## config.mk

```make
export PLATFORM = sky130hd
export DESIGN_NAME = timer8_compare
export DESIGN_NICKNAME = d
export VERILOG_FILES = /design/src/shared/timer8_pkg.sv /design/src/logic/timer8_compare.sv /design/src/logic/timer8_prescaler.sv
export SDC_FILE = /design/constraint.sdc
export NUM_CORES = 1
export LEC_CHECK = 0
export BUFFER_PORTS_ARGS = -buffer_cell sky130_fd_sc_hd__buf_2
export CAP_MARGIN = 20
export CORE_AREA = 4 4 131 133
export DETAILED_ROUTE_END_ITERATION = 10
export DIE_AREA = 0 0 135 137
export SYNTH_ARGS = -nofsm -noshare
export SYNTH_HDL_FRONTEND = slang
export SYNTH_SLANG_ARGS = --single-unit
```

## constraint.sdc

```tcl
create_clock -name sys_clk_i -period 4.9 [get_ports sys_clk_i]
set_input_delay 0 -clock sys_clk_i [delete_from_list [all_inputs] [get_ports sys_clk_i]]
set_output_delay 0 -clock sys_clk_i [all_outputs]
set_load 0.05 [all_outputs]
```

## src/shared/timer8_pkg.sv

```systemverilog
// Shared constants for the eight-bit compare timer slice
package timer8_pkg;
  // Bus geometry
  localparam int ADDR_W = 5;
  localparam int DATA_W = 32;
  // Register byte addresses
  localparam logic [ADDR_W-1:0] OFS_CTRL  = 5'h00;
  localparam logic [ADDR_W-1:0] OFS_COUNT = 5'h04;
  localparam logic [ADDR_W-1:0] OFS_CMPA  = 5'h08;
  localparam logic [ADDR_W-1:0] OFS_CMPB  = 5'h0C;
  localparam logic [ADDR_W-1:0] OFS_FLAGS = 5'h10;
  localparam logic [ADDR_W-1:0] OFS_FORCE = 5'h14;
  localparam logic [ADDR_W-1:0] OFS_PORT  = 5'h18;
  // Control register fields
  localparam int CTRL_ACT_A  = 0;
  localparam int CTRL_ACT_B  = 2;
  localparam int CTRL_MODE   = 4;
  localparam int CTRL_CSEL   = 7;
  // Flag register fields
  localparam int FLG_OVF     = 0;
  localparam int FLG_CMPA    = 1;
  localparam int FLG_CMPB    = 2;
  // Force register fields
  localparam int FRC_A       = 0;
  localparam int FRC_B       = 1;
  // Port register fields
  localparam int PRT_OUT_A   = 0;
  localparam int PRT_DIR_A   = 1;
  localparam int PRT_OUT_B   = 2;
  localparam int PRT_DIR_B   = 3;
  localparam int PRT_LAT_A   = 4;
  localparam int PRT_LAT_B   = 5;
  // Waveform modes handled here
  localparam logic [2:0] MODE_NORMAL = 3'h0;
  localparam logic [2:0] MODE_CTC    = 3'h2;
  // Compare actions
  localparam logic [1:0] ACT_NONE   = 2'h0;
  localparam logic [1:0] ACT_TOGGLE = 2'h1;
  localparam logic [1:0] ACT_CLEAR  = 2'h2;
  localparam logic [1:0] ACT_SET    = 2'h3;
  // Counter extremes and reset values
  localparam logic [7:0] CNT_MAX    = 8'hFF;
  localparam logic [7:0] CNT_BOTTOM = 8'h00;
  localparam logic [7:0] CMP_RESET  = 8'h00;
  // Prescaler
  localparam int PRESC_W = 10;
  localparam logic [2:0] CSEL_STOP = 3'h0;
  // AXI responses
  localparam logic [1:0] RESP_OKAY   = 2'h0;
  localparam logic [1:0] RESP_SLVERR = 2'h2;
endpackage
```

## src/logic/timer8_compare.sv

```systemverilog
// Eight-bit timer with compare outputs, normal and clear-on-match modes
//
// How it works
// Action field decides latch change at match
// Nonzero action field gives latch to pin
// Pin drives only when direction bit outputs
// Override ignores waveform mode entirely
// Latch can be set while pin input
// Action zero leaves latch unchanged
// New action field acts at next match
// Force strobe applies action now, non-PWM
// Only mode field shapes the count sequence
// Action field selects set, clear or toggle
// Mode zero counts up, wraps FF to 00
// Normal mode sets overflow on reaching zero
// Servicing overflow interrupt clears its flag
// Counter writable at any time
// Mode two clears counter at compare A
// Compare A unbuffered; low value wraps first
// Compare A flag raised at each top
// Action one toggles latch every match
// Toggle rate clk over 2N(1+A)
// Prescale choices 1,8,32,64,128,256,1024
// Clear mode sets overflow passing max
// Force never sets flags or touches counter
// Counter write blocks next-tick matches
// Compare flag set at next timer tick
// Select zero stops; writes beat counting
// Action two clears, three sets latch
// Counter and flags move only on tick; counter writes, flag writes and service pulses act off-tick too
`timescale 1ns/1ns
module timer8_compare
  import timer8_pkg::*;
(
  // Clock and reset
  input  wire logic                          sys_clk_i,
  input  wire logic                          rst_i,
  // AXI4-Lite write address
  input  wire logic                          s_axi_awvalid,
  output logic                               s_axi_awready,
  input  wire logic [timer8_pkg::ADDR_W-1:0] s_axi_awaddr,
  // AXI4-Lite write data
  input  wire logic                          s_axi_wvalid,
  output logic                               s_axi_wready,
  input  wire logic [timer8_pkg::DATA_W-1:0] s_axi_wdata,
  input  wire logic [3:0]                    s_axi_wstrb,
  // AXI4-Lite write response
  output logic                               s_axi_bvalid,
  input  wire logic                          s_axi_bready,
  output logic [1:0]                         s_axi_bresp,
  // AXI4-Lite read address
  input  wire logic                          s_axi_arvalid,
  output logic                               s_axi_arready,
  input  wire logic [timer8_pkg::ADDR_W-1:0] s_axi_araddr,
  // AXI4-Lite read data
  output logic                               s_axi_rvalid,
  input  wire logic                          s_axi_rready,
  output logic [timer8_pkg::DATA_W-1:0]      s_axi_rdata,
  output logic [1:0]                         s_axi_rresp,
  // Interrupt service acknowledges
  input  wire logic                          overflow_serviced_i,
  input  wire logic                          compare_a_serviced_i,
  input  wire logic                          compare_b_serviced_i,
  // Flags toward the interrupt controller
  output logic                               overflow_flag_o,
  output logic                               compare_flag_a_o,
  output logic                               compare_flag_b_o,
  // Compare pins
  output logic                               compare_pin_a_o,
  output logic                               compare_pin_a_oe_o,
  output logic                               compare_pin_b_o,
  output logic                               compare_pin_b_oe_o
);
  typedef struct packed {
    logic [7:0]        counter_value;
    logic [7:0]        compare_register_a;
    logic [7:0]        compare_register_b;
    logic [1:0]        compare_action_field_a;
    logic [1:0]        compare_action_field_b;
    logic [2:0]        waveform_mode_field;
    logic [2:0]        clock_select_field;
    logic              overflow_flag;
    logic              compare_flag_a;
    logic              compare_flag_b;
    logic              match_block;
    logic              compare_output_latch_a;
    logic              compare_output_latch_b;
    logic              port_out_a;
    logic              port_out_b;
    logic              dir_a;
    logic              dir_b;
    logic              pin_a;
    logic              pin_b;
    logic              aw_have;
    logic [ADDR_W-1:0] waddr;
    logic              w_have;
    logic [DATA_W-1:0] wdata;
    logic [3:0]        wstrb;
    logic              awready;
    logic              wready;
    logic              bvalid;
    logic [1:0]        bresp;
    logic              arready;
    logic              rvalid;
    logic [DATA_W-1:0] rdata;
    logic [1:0]        rresp;
  } state_t;

  state_t s_q;
  state_t s_d;
  logic   timer_clock_enable;

  timer8_prescaler #(
    .W (PRESC_W)
  ) u_presc (
    .sys_clk_i            (sys_clk_i),
    .rst_i                (rst_i),
    .clock_select_field_i (s_q.clock_select_field),
    .timer_clock_enable_o (timer_clock_enable)
  );

  // Latch update for one compare event
  function automatic logic apply_action(input logic lat, input logic [1:0] act);
    case (act)
      ACT_TOGGLE: apply_action = ~lat;
      ACT_CLEAR:  apply_action = 1'b0;
      ACT_SET:    apply_action = 1'b1;
      default:    apply_action = lat;
    endcase
  endfunction

  // Byte-lane merge of a write into the old word
  function automatic logic [DATA_W-1:0] merge(input logic [DATA_W-1:0] old,
                                              input logic [DATA_W-1:0] wd,
                                              input logic [3:0]        be);
    logic [DATA_W-1:0] r;
    r = old;
    for (int i = 0; i < 4; i++) begin
      if (be[i]) begin
        r[i*8 +: 8] = wd[i*8 +: 8];
      end
    end
    merge = r;
  endfunction

  function automatic logic is_mapped(input logic [ADDR_W-1:0] a);
    is_mapped = (a == OFS_CTRL) || (a == OFS_COUNT) || (a == OFS_CMPA) ||
                (a == OFS_CMPB) || (a == OFS_FLAGS) || (a == OFS_FORCE) ||
                (a == OFS_PORT);
  endfunction

  function automatic logic non_pwm(input logic [2:0] m);
    non_pwm = (m == MODE_NORMAL) || (m == MODE_CTC);
  endfunction

  always_comb begin
    logic              match_a;
    logic              match_b;
    logic              ctc_clear;
    logic              set_ovf;
    logic              set_a;
    logic              set_b;
    logic              do_wr;
    logic [DATA_W-1:0] ctrl_w;
    logic [DATA_W-1:0] wv;
    match_a   = 1'b0;
    match_b   = 1'b0;
    ctc_clear = 1'b0;
    set_ovf   = 1'b0;
    set_a     = 1'b0;
    set_b     = 1'b0;
    do_wr     = 1'b0;
    ctrl_w    = '0;
    wv        = '0;
    s_d       = s_q;

    // Matches are blocked for one tick after a counter write
    match_a = !s_q.match_block &&
              (s_q.counter_value == s_q.compare_register_a);
    match_b = !s_q.match_block &&
              (s_q.counter_value == s_q.compare_register_b);

    // Counting, only on the prescaled enable
    if (timer_clock_enable) begin
      s_d.match_block = 1'b0;
      ctc_clear = (s_q.waveform_mode_field == MODE_CTC) && match_a;
      if (ctc_clear) begin
        s_d.counter_value = CNT_BOTTOM;
      end else begin
        s_d.counter_value = s_q.counter_value + 8'h01;
      end
      set_ovf = (s_q.counter_value == CNT_MAX) && !ctc_clear;
      set_a   = match_a;
      set_b   = match_b;
      if (match_a) begin
        s_d.compare_output_latch_a =
          apply_action(s_q.compare_output_latch_a,
                       s_q.compare_action_field_a);
      end
      if (match_b) begin
        s_d.compare_output_latch_b =
          apply_action(s_q.compare_output_latch_b,
                       s_q.compare_action_field_b);
      end
    end

    // Flags cleared by interrupt service
    if (overflow_serviced_i) begin
      s_d.overflow_flag = 1'b0;
    end
    if (compare_a_serviced_i) begin
      s_d.compare_flag_a = 1'b0;
    end
    if (compare_b_serviced_i) begin
      s_d.compare_flag_b = 1'b0;
    end

    // Write address and data, taken in either order
    if (s_axi_awvalid && s_q.awready) begin
      s_d.aw_have = 1'b1;
      s_d.waddr   = s_axi_awaddr;
    end
    if (s_axi_wvalid && s_q.wready) begin
      s_d.w_have = 1'b1;
      s_d.wdata  = s_axi_wdata;
      s_d.wstrb  = s_axi_wstrb;
    end
    if (s_q.bvalid && s_axi_bready) begin
      s_d.bvalid = 1'b0;
    end
    do_wr = s_d.aw_have && s_d.w_have && !s_q.bvalid;
    if (do_wr) begin
      s_d.aw_have = 1'b0;
      s_d.w_have  = 1'b0;
      s_d.bvalid  = 1'b1;
      s_d.bresp   = is_mapped(s_d.waddr) ? RESP_OKAY : RESP_SLVERR;
      wv          = merge('0, s_d.wdata, s_d.wstrb);
      case (s_d.waddr)
        OFS_CTRL: begin
          ctrl_w = {22'h0, s_q.clock_select_field, s_q.waveform_mode_field,
                    s_q.compare_action_field_b, s_q.compare_action_field_a};
          ctrl_w = merge(ctrl_w, s_d.wdata, s_d.wstrb);
          s_d.compare_action_field_a = ctrl_w[CTRL_ACT_A +: 2];
          s_d.compare_action_field_b = ctrl_w[CTRL_ACT_B +: 2];
          s_d.waveform_mode_field    = ctrl_w[CTRL_MODE +: 3];
          s_d.clock_select_field     = ctrl_w[CTRL_CSEL +: 3];
        end
        OFS_COUNT: begin
          if (s_d.wstrb[0]) begin
            s_d.counter_value = s_d.wdata[7:0];
            s_d.match_block   = 1'b1;
          end
        end
        OFS_CMPA: begin
          if (s_d.wstrb[0]) begin
            s_d.compare_register_a = s_d.wdata[7:0];
          end
        end
        OFS_CMPB: begin
          if (s_d.wstrb[0]) begin
            s_d.compare_register_b = s_d.wdata[7:0];
          end
        end
        OFS_FLAGS: begin
          // Write one to clear
          if (wv[FLG_OVF]) begin
            s_d.overflow_flag = 1'b0;
          end
          if (wv[FLG_CMPA]) begin
            s_d.compare_flag_a = 1'b0;
          end
          if (wv[FLG_CMPB]) begin
            s_d.compare_flag_b = 1'b0;
          end
        end
        OFS_FORCE: begin
          // Forcing leaves flags and counter alone
          if (wv[FRC_A] && non_pwm(s_q.waveform_mode_field)) begin
            s_d.compare_output_latch_a =
              apply_action(s_d.compare_output_latch_a,
                           s_q.compare_action_field_a);
          end
          if (wv[FRC_B] && non_pwm(s_q.waveform_mode_field)) begin
            s_d.compare_output_latch_b =
              apply_action(s_d.compare_output_latch_b,
                           s_q.compare_action_field_b);
          end
        end
        OFS_PORT: begin
          if (s_d.wstrb[0]) begin
            s_d.port_out_a = s_d.wdata[PRT_OUT_A];
            s_d.dir_a      = s_d.wdata[PRT_DIR_A];
            s_d.port_out_b = s_d.wdata[PRT_OUT_B];
            s_d.dir_b      = s_d.wdata[PRT_DIR_B];
          end
        end
        default: begin
        end
      endcase
    end

    // Hardware sets win over any clear in the same cycle
    if (set_ovf) begin
      s_d.overflow_flag = 1'b1;
    end
    if (set_a) begin
      s_d.compare_flag_a = 1'b1;
    end
    if (set_b) begin
      s_d.compare_flag_b = 1'b1;
    end

    // Read channel
    if (s_q.rvalid && s_axi_rready) begin
      s_d.rvalid = 1'b0;
    end
    if (s_axi_arvalid && s_q.arready) begin
      s_d.rvalid = 1'b1;
      s_d.rresp  = is_mapped(s_axi_araddr) ? RESP_OKAY : RESP_SLVERR;
      case (s_axi_araddr)
        OFS_CTRL:  s_d.rdata = {22'h0, s_q.clock_select_field,
                                s_q.waveform_mode_field,
                                s_q.compare_action_field_b,
                                s_q.compare_action_field_a};
        OFS_COUNT: s_d.rdata = {24'h0, s_q.counter_value};
        OFS_CMPA:  s_d.rdata = {24'h0, s_q.compare_register_a};
        OFS_CMPB:  s_d.rdata = {24'h0, s_q.compare_register_b};
        OFS_FLAGS: s_d.rdata = {29'h0, s_q.compare_flag_b, s_q.compare_flag_a,
                                s_q.overflow_flag};
        OFS_PORT:  s_d.rdata = {26'h0, s_q.compare_output_latch_b,
                                s_q.compare_output_latch_a, s_q.dir_b,
                                s_q.port_out_b, s_q.dir_a, s_q.port_out_a};
        default:   s_d.rdata = '0;
      endcase
    end

    // One write and one read in flight at most
    s_d.awready = !s_d.aw_have && !s_d.bvalid;
    s_d.wready  = !s_d.w_have && !s_d.bvalid;
    s_d.arready = !s_d.rvalid;

    // Pin mux; override ignores mode, drive follows direction bit
    s_d.pin_a = (s_d.compare_action_field_a != ACT_NONE) ?
                s_d.compare_output_latch_a : s_d.port_out_a;
    s_d.pin_b = (s_d.compare_action_field_b != ACT_NONE) ?
                s_d.compare_output_latch_b : s_d.port_out_b;
  end

  always_ff @(posedge sys_clk_i or posedge rst_i) begin
    if (rst_i) begin
      s_q         <= '0;
      s_q.awready <= 1'b1;
      s_q.wready  <= 1'b1;
      s_q.arready <= 1'b1;
    end else begin
      s_q <= s_d;
    end
  end

  assign s_axi_awready      = s_q.awready;
  assign s_axi_wready       = s_q.wready;
  assign s_axi_bvalid       = s_q.bvalid;
  assign s_axi_bresp        = s_q.bresp;
  assign s_axi_arready      = s_q.arready;
  assign s_axi_rvalid       = s_q.rvalid;
  assign s_axi_rdata        = s_q.rdata;
  assign s_axi_rresp        = s_q.rresp;
  assign overflow_flag_o    = s_q.overflow_flag;
  assign compare_flag_a_o   = s_q.compare_flag_a;
  assign compare_flag_b_o   = s_q.compare_flag_b;
  assign compare_pin_a_o    = s_q.pin_a;
  assign compare_pin_a_oe_o = s_q.dir_a;
  assign compare_pin_b_o    = s_q.pin_b;
  assign compare_pin_b_oe_o = s_q.dir_b;
endmodule

```

## src/logic/timer8_prescaler.sv

```systemverilog
// Prescaler producing the one-cycle timer clock enable
`timescale 1ns/1ns
module timer8_prescaler
  import timer8_pkg::*;
#(
  parameter int W = timer8_pkg::PRESC_W
) (
  // Clock and reset
  input  wire logic       sys_clk_i,
  input  wire logic       rst_i,
  // Selection and enable
  input  wire logic [2:0] clock_select_field_i,
  output logic            timer_clock_enable_o
);
  typedef struct packed {
    logic [W-1:0] div;
    logic         tick;
  } presc_t;

  presc_t s_q;
  presc_t s_d;

  // Low bits all ones marks the end of one prescale period
  function automatic logic [W-1:0] div_mask(input logic [2:0] sel);
    case (sel)
      3'h1:    div_mask = W'(0);
      3'h2:    div_mask = W'(7);
      3'h3:    div_mask = W'(31);
      3'h4:    div_mask = W'(63);
      3'h5:    div_mask = W'(127);
      3'h6:    div_mask = W'(255);
      3'h7:    div_mask = W'(1023);
      default: div_mask = W'(0);
    endcase
  endfunction

  always_comb begin
    s_d      = s_q;
    s_d.div  = s_q.div + W'(1);
    s_d.tick = (clock_select_field_i != CSEL_STOP) &&
               ((s_q.div & div_mask(clock_select_field_i)) ==
                div_mask(clock_select_field_i));
  end

  always_ff @(posedge sys_clk_i or posedge rst_i) begin
    if (rst_i) begin
      s_q <= '0;
    end else begin
      s_q <= s_d;
    end
  end

  assign timer_clock_enable_o = s_q.tick;
endmodule

```

==> flow_summary.toml, run 1 <==
[detailed_routing]
routedWlPerCell_um = 15.2
maxUsedRoutingLayer = "met4"
wl_met1_um = 5280
antenna_left = 0
wl_um = 11600
routed-wl-met2_um = 5450
num_vias = 3609
via_per_inst = 4.72
post-route-drc-count = 0
first_pass_iters = 4
wl_met3_um = 737
first_iter_violations = 197

[timing]
max_slew_margin_pct = 38.4
grt_setup_unrepaired = "false"
drv_slew = 0
finalHoldViolCount = 0
fmax_mhz = 315
setup_viol = 0
skew_ns = 0.0101
tns_ns = 0
fin_crit_ns = 3.18
post-route-period-util_pct = 64.8
worstMarginPinSlew_ns = 0.917

[clock_tree]
cts_root_buf = "clkbuf_16"
cts_resized = 0
cts_buffers = 9
clock_latency_ns = 0.35
cts_tree = "built"
htree_levels = 3
cts_buffer_depth = 2
cts.reportedPaths.clkPinSlew_ns = 0.07
postCtsSetupRepairBufs = 0
cts_sinks = 93

[cells_and_area]
syn_to_final_growth_pct = 16.4
nFillCells = 1619
finalNetCount = 601
ff_latch_area_um2 = 2330
drive_gt1_share_pct = 17.3
layout_common_cells = "90 x dfrtp_1, 55 x buf_2, 49 x nand2_1, 47 x nor2_1, 36 x a21oi_1"
fin_util_pct = 34.8
final_common_cell = "dfrtp_1"
num_antenna_cells = 0
multi_input_area_um2 = 2050

[worst_setup_path]
rr_worst_depth = 7
startpoint = "s_axi_awready$_DFF_PP1_"
worstPathMaxFanout = 12
critical_path_class = "reg -> reg"
crit_chain = "and2_1 > o21ai_1 > nor4_1 > nand4_1 > mux2i_1 > or3_1 > mux2_1"
crit_slowest_cell = "nor4_1"
cp-start-kind = "flop"
critPathMaxStageDelay_ns = 0.66
reg2reg_setup_slack_ns = 1.72
endpoint_kind = "flop"
required_ns = 5.11
r2r-start = "s_axi_awready$_DFF_PP1_"
crit_arrival_ns = 3.39
r2r_end = "compare_pin_a_o$_DFF_PP0_"

[synthesis]
syn_inst = 490
synth_compound_area_share_pct = 14.1
dominantRegCellSynth = "dfrtp_1"
synth.distinct_cells = 57
synthAdderAreaFrac_pct = 0.529
synthArstFlopShare_pct = 100
yosys-top-cells-area = "dfrtp_1 48%, buf_4 5.9%, nand2_1 3.9%, a21oi_1 3.8%, nor2_1 3.7%"
seq_area_frac_synth_pct = 49.3
synth_top_family_by_area = "simple AND/OR/NAND/NOR gates"
ys.warnings.count = 0
synth_area_um2 = 4730
synth.top_cell.area_share_pct = 47.6
synth_largest_area_cell = "dfrtp_1"
synth_seq_cells = 93
synth-xor-area-share_pct = 5.37
synth-simple-area-share_pct = 15.1
synth_edf_count = 0
muxShareOfSynthArea_pct = 6.43
syn_avg_cell_area_um2 = 9.65

[power_and_ir_drop]
peakVddDrop_v = 0.000282
p_leak_nw = 2.49
power.density_nw_per_um2 = 541

[placement]
port_buffers = 55
place_congestion = 0.829
post-dp-hpwl_um = 8530

[hold_path]
holdPathEnd = "s_q[52]$_DFF_PP0_"
hold_path.class = "in -> reg"
hp-start = "s_axi_wdata[7]"
whs_path_depth = 3

[die]
die-width_um = 135
core_um2 = 15800
rows = 46
initial_core_util_pct = 29.9
io_pins = 104
die_height_um = 137
die-area_um2 = 18500

[run_status]
outcome = "finished, final reports clean"

[global_routing]
first_global_vias = 3641
grt_pass1_wl_um = 19000
grt_start_max_net_pins = 49
grt-ovfl-total = 0
antenna_found_initial = 0
grt_use_total_pct = 13.2

[flow_run]
cap_violations = 0
==> synth_stat cells, types with 7 or more instances <==
cell type,number
dfrtp_1,90
nand2_1,49
nor2_1,47
buf_4,37
a21oi_1,36
o21ai_0,27
inv_1,19
xnor2_1,19
clkbuf_1,15
nor3_1,14
mux2i_1,13
mux2_2,10
xor2_1,10
nand3_1,9
nand4_1,8
a221oi_1,7
==> worst max path at each step <==
stage / cells past startpoint / endpoint / slack, ns
finish: 7 / compare_pin_a_o$_DFF_PP0_ / 1.72
global route: 7 / compare_pin_b_o$_DFF_PP0_ / 1.51
CTS: 7 / compare_pin_a_o$_DFF_PP0_ / 1.75
detailed placement: 7 / compare_pin_a_o$_DFF_PP0_ / 1.77
global placement: 7 / compare_pin_a_o$_DFF_PP0_ / 1.81
floorplan: 7 / compare_pin_a_o$_DFF_PP0_ / 2.28
==> through the flow <==
| stage | std cells | worst slack (ns) | power (mW) | hold WS, ns | area, µm² |
|---|---|---|---|---|---|
| after detailed placement | 729 | 1.77 | 2.28 | 0.196 | 5020 |
| after global placement | 729 | 1.81 | 2.24 | 0.173 | 5020 |
| final | 764 | 1.72 | 2.98 | 0.0337 | 5510 |
| after global routing | 764 | 1.51 | 3.17 | 0.0428 | 5510 |
| after CTS | 764 | 1.75 | 3.00 | 0.0186 | 5510 |
| after floorplan | 513 | 2.28 | 2.02 | 0.0964 | 4820 |
==> kinds of logic after synthesis <==
group,count (synthesis)
simple gates,154
compound gates,107
flops,93
buf+inv,77
xor+xnor,29
mux,27
fa+ha+maj,2
other cells,1
==> report_power, final <==
part	internal [mW]	switching, mW
Clock	0.410	0.283
Sequential	1.01	0.242
Combinational	0.397	0.637
==> flip-flops by register name (all words and copies together) (netlist names) <==
register,count
compare_pin_b_o,1
s_axi_rvalid,1
s_q,58
s_axi_rdata,10
compare_pin_a_o,1
compare_flag_a_o,1
s_axi_arready,1
compare_flag_b_o,1
overflow_flag_o,1
s_axi_rresp,1
s_axi_wready,1
s_axi_awready,1
compare_pin_a_oe_o,1
u_presc.s_q,10
compare_pin_b_oe_o,1
s_axi_bresp,1
u_presc.timer_clock_enable_o,1
s_axi_bvalid,1
==> what timing repair did <==
item / 4_1_cts / 5_1_grt
endpoints found under the setup margin: 0 / 0
hold endpoints to repair: 61 / 0
hold buffers: 19 / 0
==> metal layers <==
| layer | GRT usage [%] | vias up |
|---|---|---|
| met1 | 17.7 | 1755 |
| met4 | 4.20 | 0 |
| met5 | 0 | - |
| met2 | 21.0 | 103 |
| li1 | - | 1742 |
| met3 | 3.53 | 9 |
==> cell type report <==
cell class	count	share of cell area, %
clock buffer	13	4.55
clock inverter	3	0.818
inverter	20	1.39
multi-input combinational	343	37.3
sequential	93	42.3
tap	216	4.91
timing repair buffer	76	8.73
==> critical path: cells and delay by family, from the launching register on <==
family | cells | cell delay (ns)
flip-flops | 1 | 0.57
AND/OR/NAND/NOR | 4 | 1.77
multiplexers | 2 | 0.51
AO/OA/AOI/OAI | 1 | 0.20
(Power assumes the default switching activity.)
==> inputs of run 2 (changes only) <==
- clock period: 4.9 -> 2.7 ns (I/O delays scaled with it)
==> flow_summary.toml, run 2 (synthesized netlist as in run 1, its figures left out) <==
[worst_setup_path]
critPathMaxStageDelay_ns = 0.57
crit_arrival_ns = 2.82
crit_slowest_cell = "dfstp_2"
critical_path_class = "reg -> reg"
r2r-start = "s_axi_awready$_DFF_PP1_"
worstPathMaxFanout = 9
required_ns = 2.93
rr_worst_depth = 8
endpoint_kind = "flop"
crit_chain = "nand2_2 > o31a_1 > nor4_1 > buf_4 > nand4_1 > mux2i_1 > or3_1 > mux2_1"
cp-start-kind = "flop"
reg2reg_setup_slack_ns = 0.11
r2r_end = "compare_pin_a_o$_DFF_PP0_"

[detailed_routing]
wl_um = 11600
maxUsedRoutingLayer = "met4"
first_iter_violations = 181
routed-wl-met2_um = 5280
post-route-drc-count = 0
wl_met1_um = 5390
first_pass_iters = 4
wl_met3_um = 763
routedWlPerCell_um = 15.0
antenna_left = 0
via_per_inst = 4.71
num_vias = 3647

[cells_and_area]
final_cells = 775
multi_input_area_um2 = 2060
largest_reg_flops = 58
layout_common_cells = "90 x dfrtp_1, 55 x buf_2, 49 x nand2_1, 47 x nor2_1, 36 x a21oi_1"
final_common_cell = "dfrtp_1"
finalNetCount = 612
num_antenna_cells = 0
nFillCells = 1620
syn_to_final_growth_pct = 18.9
top_register = "s_q"
drive_gt1_share_pct = 19.3
ff_latch_area_um2 = 2330

[placement]
place_ws_ns = 0.156
port_buffers = 55
post-dp-hpwl_um = 8730
place_inst = 742
place_congestion = 0.842

[global_routing]
antenna_found_initial = 0
first_global_vias = 3635
grt-ovfl-total = 0
grt_pass1_wl_um = 19000
grt_use_total_pct = 13.1
grt_start_max_net_pins = 54

[clock_tree]
cts_buffer_depth = 2
cts.reportedPaths.clkPinSlew_ns = 0.07
clock_latency_ns = 0.35
cts_buffers = 9
postCtsSetupRepairBufs = 0
cts_sinks = 93
cts_tree = "built"
cts_root_buf = "clkbuf_16"
htree_levels = 3

[die]
rows = 46
die-width_um = 135
core_um2 = 15800
die_height_um = 137
initial_core_util_pct = 29.9
die-area_um2 = 18500
io_pins = 104

[hold_path]
hp-start = "s_axi_wdata[0]"
holdPathEnd = "s_q[45]$_DFF_PP0_"
whs_path_depth = 3
hold_path.class = "in -> reg"

[timing]
max_slew_margin_pct = 36.7
worstMarginPinSlew_ns = 0.942
finalHoldViolCount = 0
fmax_mhz = 386
whs_ns = 0.0150
fin_crit_ns = 2.59
drv_slew = 0
skew_ns = 0.00637
tns_ns = 0
grt_setup_unrepaired = "false"
setup_viol = 0
post-route-period-util_pct = 95.9
worst_slack_ns = 0.112

[power_and_ir_drop]
power.density_nw_per_um2 = 992
peakVddDrop_v = 0.000440
p_total_mw = 5.58
p_leak_nw = 2.57

[run_status]
outcome = "finished, final reports clean"

[flow_run]
cap_violations = 0
run 2: what timing repair did:
action                                 4_1_cts  5_1_grt
setup endpoints to repair                    0        1
resized for setup                            0        1
endpoints found under the hold margin       57        0
hold buffers                                17        0
run 2: per-stage QoR:
step,util (%),area [µm²]
3_5_place_dp,32.4,5130
6_report,35.5,5620
5_1_grt,35.5,5620
3_3_place_gp,32.4,5130
4_1_cts,35.5,5620
2_1_floorplan,-,4820
run 2: layer usage:
layer	global-route usage (%)	vias up
met5	0	-
met4	3.92	0
met3	3.75	16
met2	20.5	105
met1	17.8	1759
li1	-	1767
run 2: worst max-delay path, delay by kind of cell (launching register included):
kind | cells | cell delay [ns]
AOI/OAI and AO/OA | 1 | 0.30
buffers and inverters | 1 | 0.18
DFF | 1 | 0.57
muxes | 2 | 0.48
and+or+nand+nor | 4 | 0.93
run 2: worst max-delay path by stage:
stage                            start                        end  depth (start not counted)
2_1_floorplan  s_axi_awready$_DFF_PP1_  compare_pin_a_o$_DFF_PP0_                          7
3_5_place_dp   s_axi_awready$_DFF_PP1_  compare_pin_b_o$_DFF_PP0_                          8
3_3_place_gp   s_axi_awready$_DFF_PP1_  compare_pin_a_o$_DFF_PP0_                          8
6_report       s_axi_awready$_DFF_PP1_  compare_pin_a_o$_DFF_PP0_                          8
5_1_grt        s_axi_awready$_DFF_PP1_  compare_pin_a_o$_DFF_PP0_                          8
4_1_cts        s_axi_awready$_DFF_PP1_  compare_pin_a_o$_DFF_PP0_                          8
run 2: area by class of cell:
class,count,share of cell area [%]
clock buffers,13,4.45
clock inverters,3,1.22
inverters,20,1.36
multi-input cells,343,36.6
flip-flops and latches,93,41.4
well taps,216,4.81
repair buffers,87,10.1
run 2: power by group:
group          internal, mW  leakage, nW  switching (mW)
Sequential             1.83         1.18           0.439
Combinational         0.750         1.23            1.18
Clock                 0.840        0.154           0.535
Total                  3.42         2.57            2.15
==> inputs of run 3 (changes only) <==
- CELL_PAD_IN_SITES_DETAIL_PLACEMENT: not set -> 0
- CELL_PAD_IN_SITES_GLOBAL_PLACEMENT: not set -> 2
- PLACE_DENSITY_LB_ADDON: not set -> 0.1
==> flow_summary.toml, run 3 (synthesized netlist as in run 1, its figures left out) <==
[clock_tree]
htree_levels = 3
cts_root_buf = "clkbuf_16"
cts_buffer_depth = 2
cts_tree = "built"
cts.reportedPaths.clkPinSlew_ns = 0.07
cts_buffers = 9
clock_latency_ns = 0.34
cts_sinks = 93

[die]
initial_core_util_pct = 29.9
core_um2 = 15800
io_pins = 104
die-width_um = 135
die_height_um = 137
rows = 46
die-area_um2 = 18500

[placement]
place_congestion = 0.798
dpl_cell_area_um2 = 5210
port_buffers = 55
place_ws_ns = 0.0796
post-dp-hpwl_um = 9630
place_inst = 752

[cells_and_area]
layout_common_cells = "90 x dfrtp_1, 55 x buf_2, 49 x nand2_1, 47 x nor2_1, 36 x a21oi_1"
largest_reg_flops = 58
design_area_um2 = 5730
syn_to_final_growth_pct = 21.1
final_cells = 791
finalNetCount = 628
drive_gt1_share_pct = 22.3
top_register = "s_q"
num_antenna_cells = 0
final_common_cell = "dfrtp_1"
fin_util_pct = 36.2
nFillCells = 1632

[worst_setup_path]
critPathMaxStageDelay_ns = 0.59
r2r-start = "s_axi_awready$_DFF_PP1_"
startpoint = "s_axi_awready$_DFF_PP1_"
cp-start-kind = "flop"
crit_slowest_cell = "dfstp_2"
required_ns = 2.92
crit_arrival_ns = 2.81
worstPathMaxFanout = 5
crit_chain = "nand2_4 > buf_4 > mux2i_4 > inv_2 > or4_4 > nor2_2 > nor3_1 > a31oi_1 > mux2_2"
critical_path_class = "reg -> reg"
endpoint_kind = "flop"

[timing]
worst_slack_ns = 0.117
drv_slew = 0
max_slew_margin_pct = 60.2
skew_ns = 0.00853
finalHoldViolCount = 0
worstMarginPinSlew_ns = 0.591
fmax_mhz = 387
setup_viol = 0
whs_ns = 0.0260
fin_crit_ns = 2.58
post-route-period-util_pct = 95.7

[flow_run]
cap_violations = 0

[detailed_routing]
routedWlPerCell_um = 16.2
num_vias = 3689
first_iter_violations = 150
post-route-drc-count = 0
first_pass_iters = 4
via_per_inst = 4.66
wl_um = 12800
antenna_left = 0

[power_and_ir_drop]
p_leak_nw = 2.65
peakVddDrop_v = 0.000478
power.density_nw_per_um2 = 973

[global_routing]
first_global_vias = 3648
antenna_found_initial = 0
grt_start_max_net_pins = 51
grt-ovfl-total = 0
grt_use_total_pct = 14.3
grt_pass1_wl_um = 20400

[hold_path]
hold_path.class = "in -> reg"
hp-start = "s_axi_wdata[1]"

[run_status]
outcome = "finished, final reports clean"
## run 3: cell type report
type                       instances  area [µm²]  share of cell area, %
multi-input combinational        343        2070                   36.2
sequential                        93        2330                   40.7
tap                              216         270                   4.72
inverter                          20        77.6                   1.35
clock inverter                     7        57.6                   1.00
timing repair buffer             103         696                   12.1
clock buffer                       9         225                   3.93
## run 3: path summary, 6_finish.rpt
| check | end | slack, ns | depth (start not counted) |
|---|---|---|---|
| worst max-delay path | compare_pin_b_o$_DFF_PP0_ | 0.12 | 9 |
| worst min-delay path | s_q[46]$_DFF_PP0_ | 0.03 | 3 |
| worst max register to register | compare_pin_b_o$_DFF_PP0_ | 0.12 | 9 |
| worst min register to register | s_axi_awready$_DFF_PP1_ | 0.43 | 1 |
| max in group asynchronous | s_axi_wready$_DFF_PP1_ | 1.70 | 4 |
| min in group asynchronous | s_q[122]$_DFF_PP0_ | 0.27 | 3 |
## run 3: metrics by stage
stage	setup TNS, ns	power [mW]
2_1_floorplan	0	3.67
5_1_grt	-0.00497	5.97
4_1_cts	0	5.60
3_3_place_gp	0	4.28
6_report	0	5.58
3_5_place_dp	0	4.31
## run 3: worst max-delay path: cells and delay by family, from the launching register on
family          cells  cell delay (ns)
simple gates        4             0.92
flops               1             0.59
mux                 2             0.58
buf+inv             2             0.19
compound gates      1             0.17
## run 3: power by group
| part | leakage, nW | switching [mW] | internal [mW] |
|---|---|---|---|
| logic | 1.33 | 1.23 | 0.843 |
| registers | 1.18 | 0.438 | 1.83 |
| clock network | 0.140 | 0.594 | 0.637 |
## run 3: layer usage
| metal | wire (µm) | vias to the layer above | GRT usage, % |
|---|---|---|---|
| met5 | 0 | - | 0 |
| met3 | 558 | 8 | 2.39 |
| met4 | 129 | 0 | 4.03 |
| met1 | 6320 | 1790 | 20.6 |
| met2 | 5840 | 91 | 22.3 |
| li1 | - | 1800 | - |
## run 3: timing repair
action / in CTS / in global routing
hold buffers: 19 / 0
gates resized for setup: 0 / 4
buffers inserted: 0 / 4
setup endpoints to repair: 0 / 1
endpoints found under the hold margin: 61 / 0
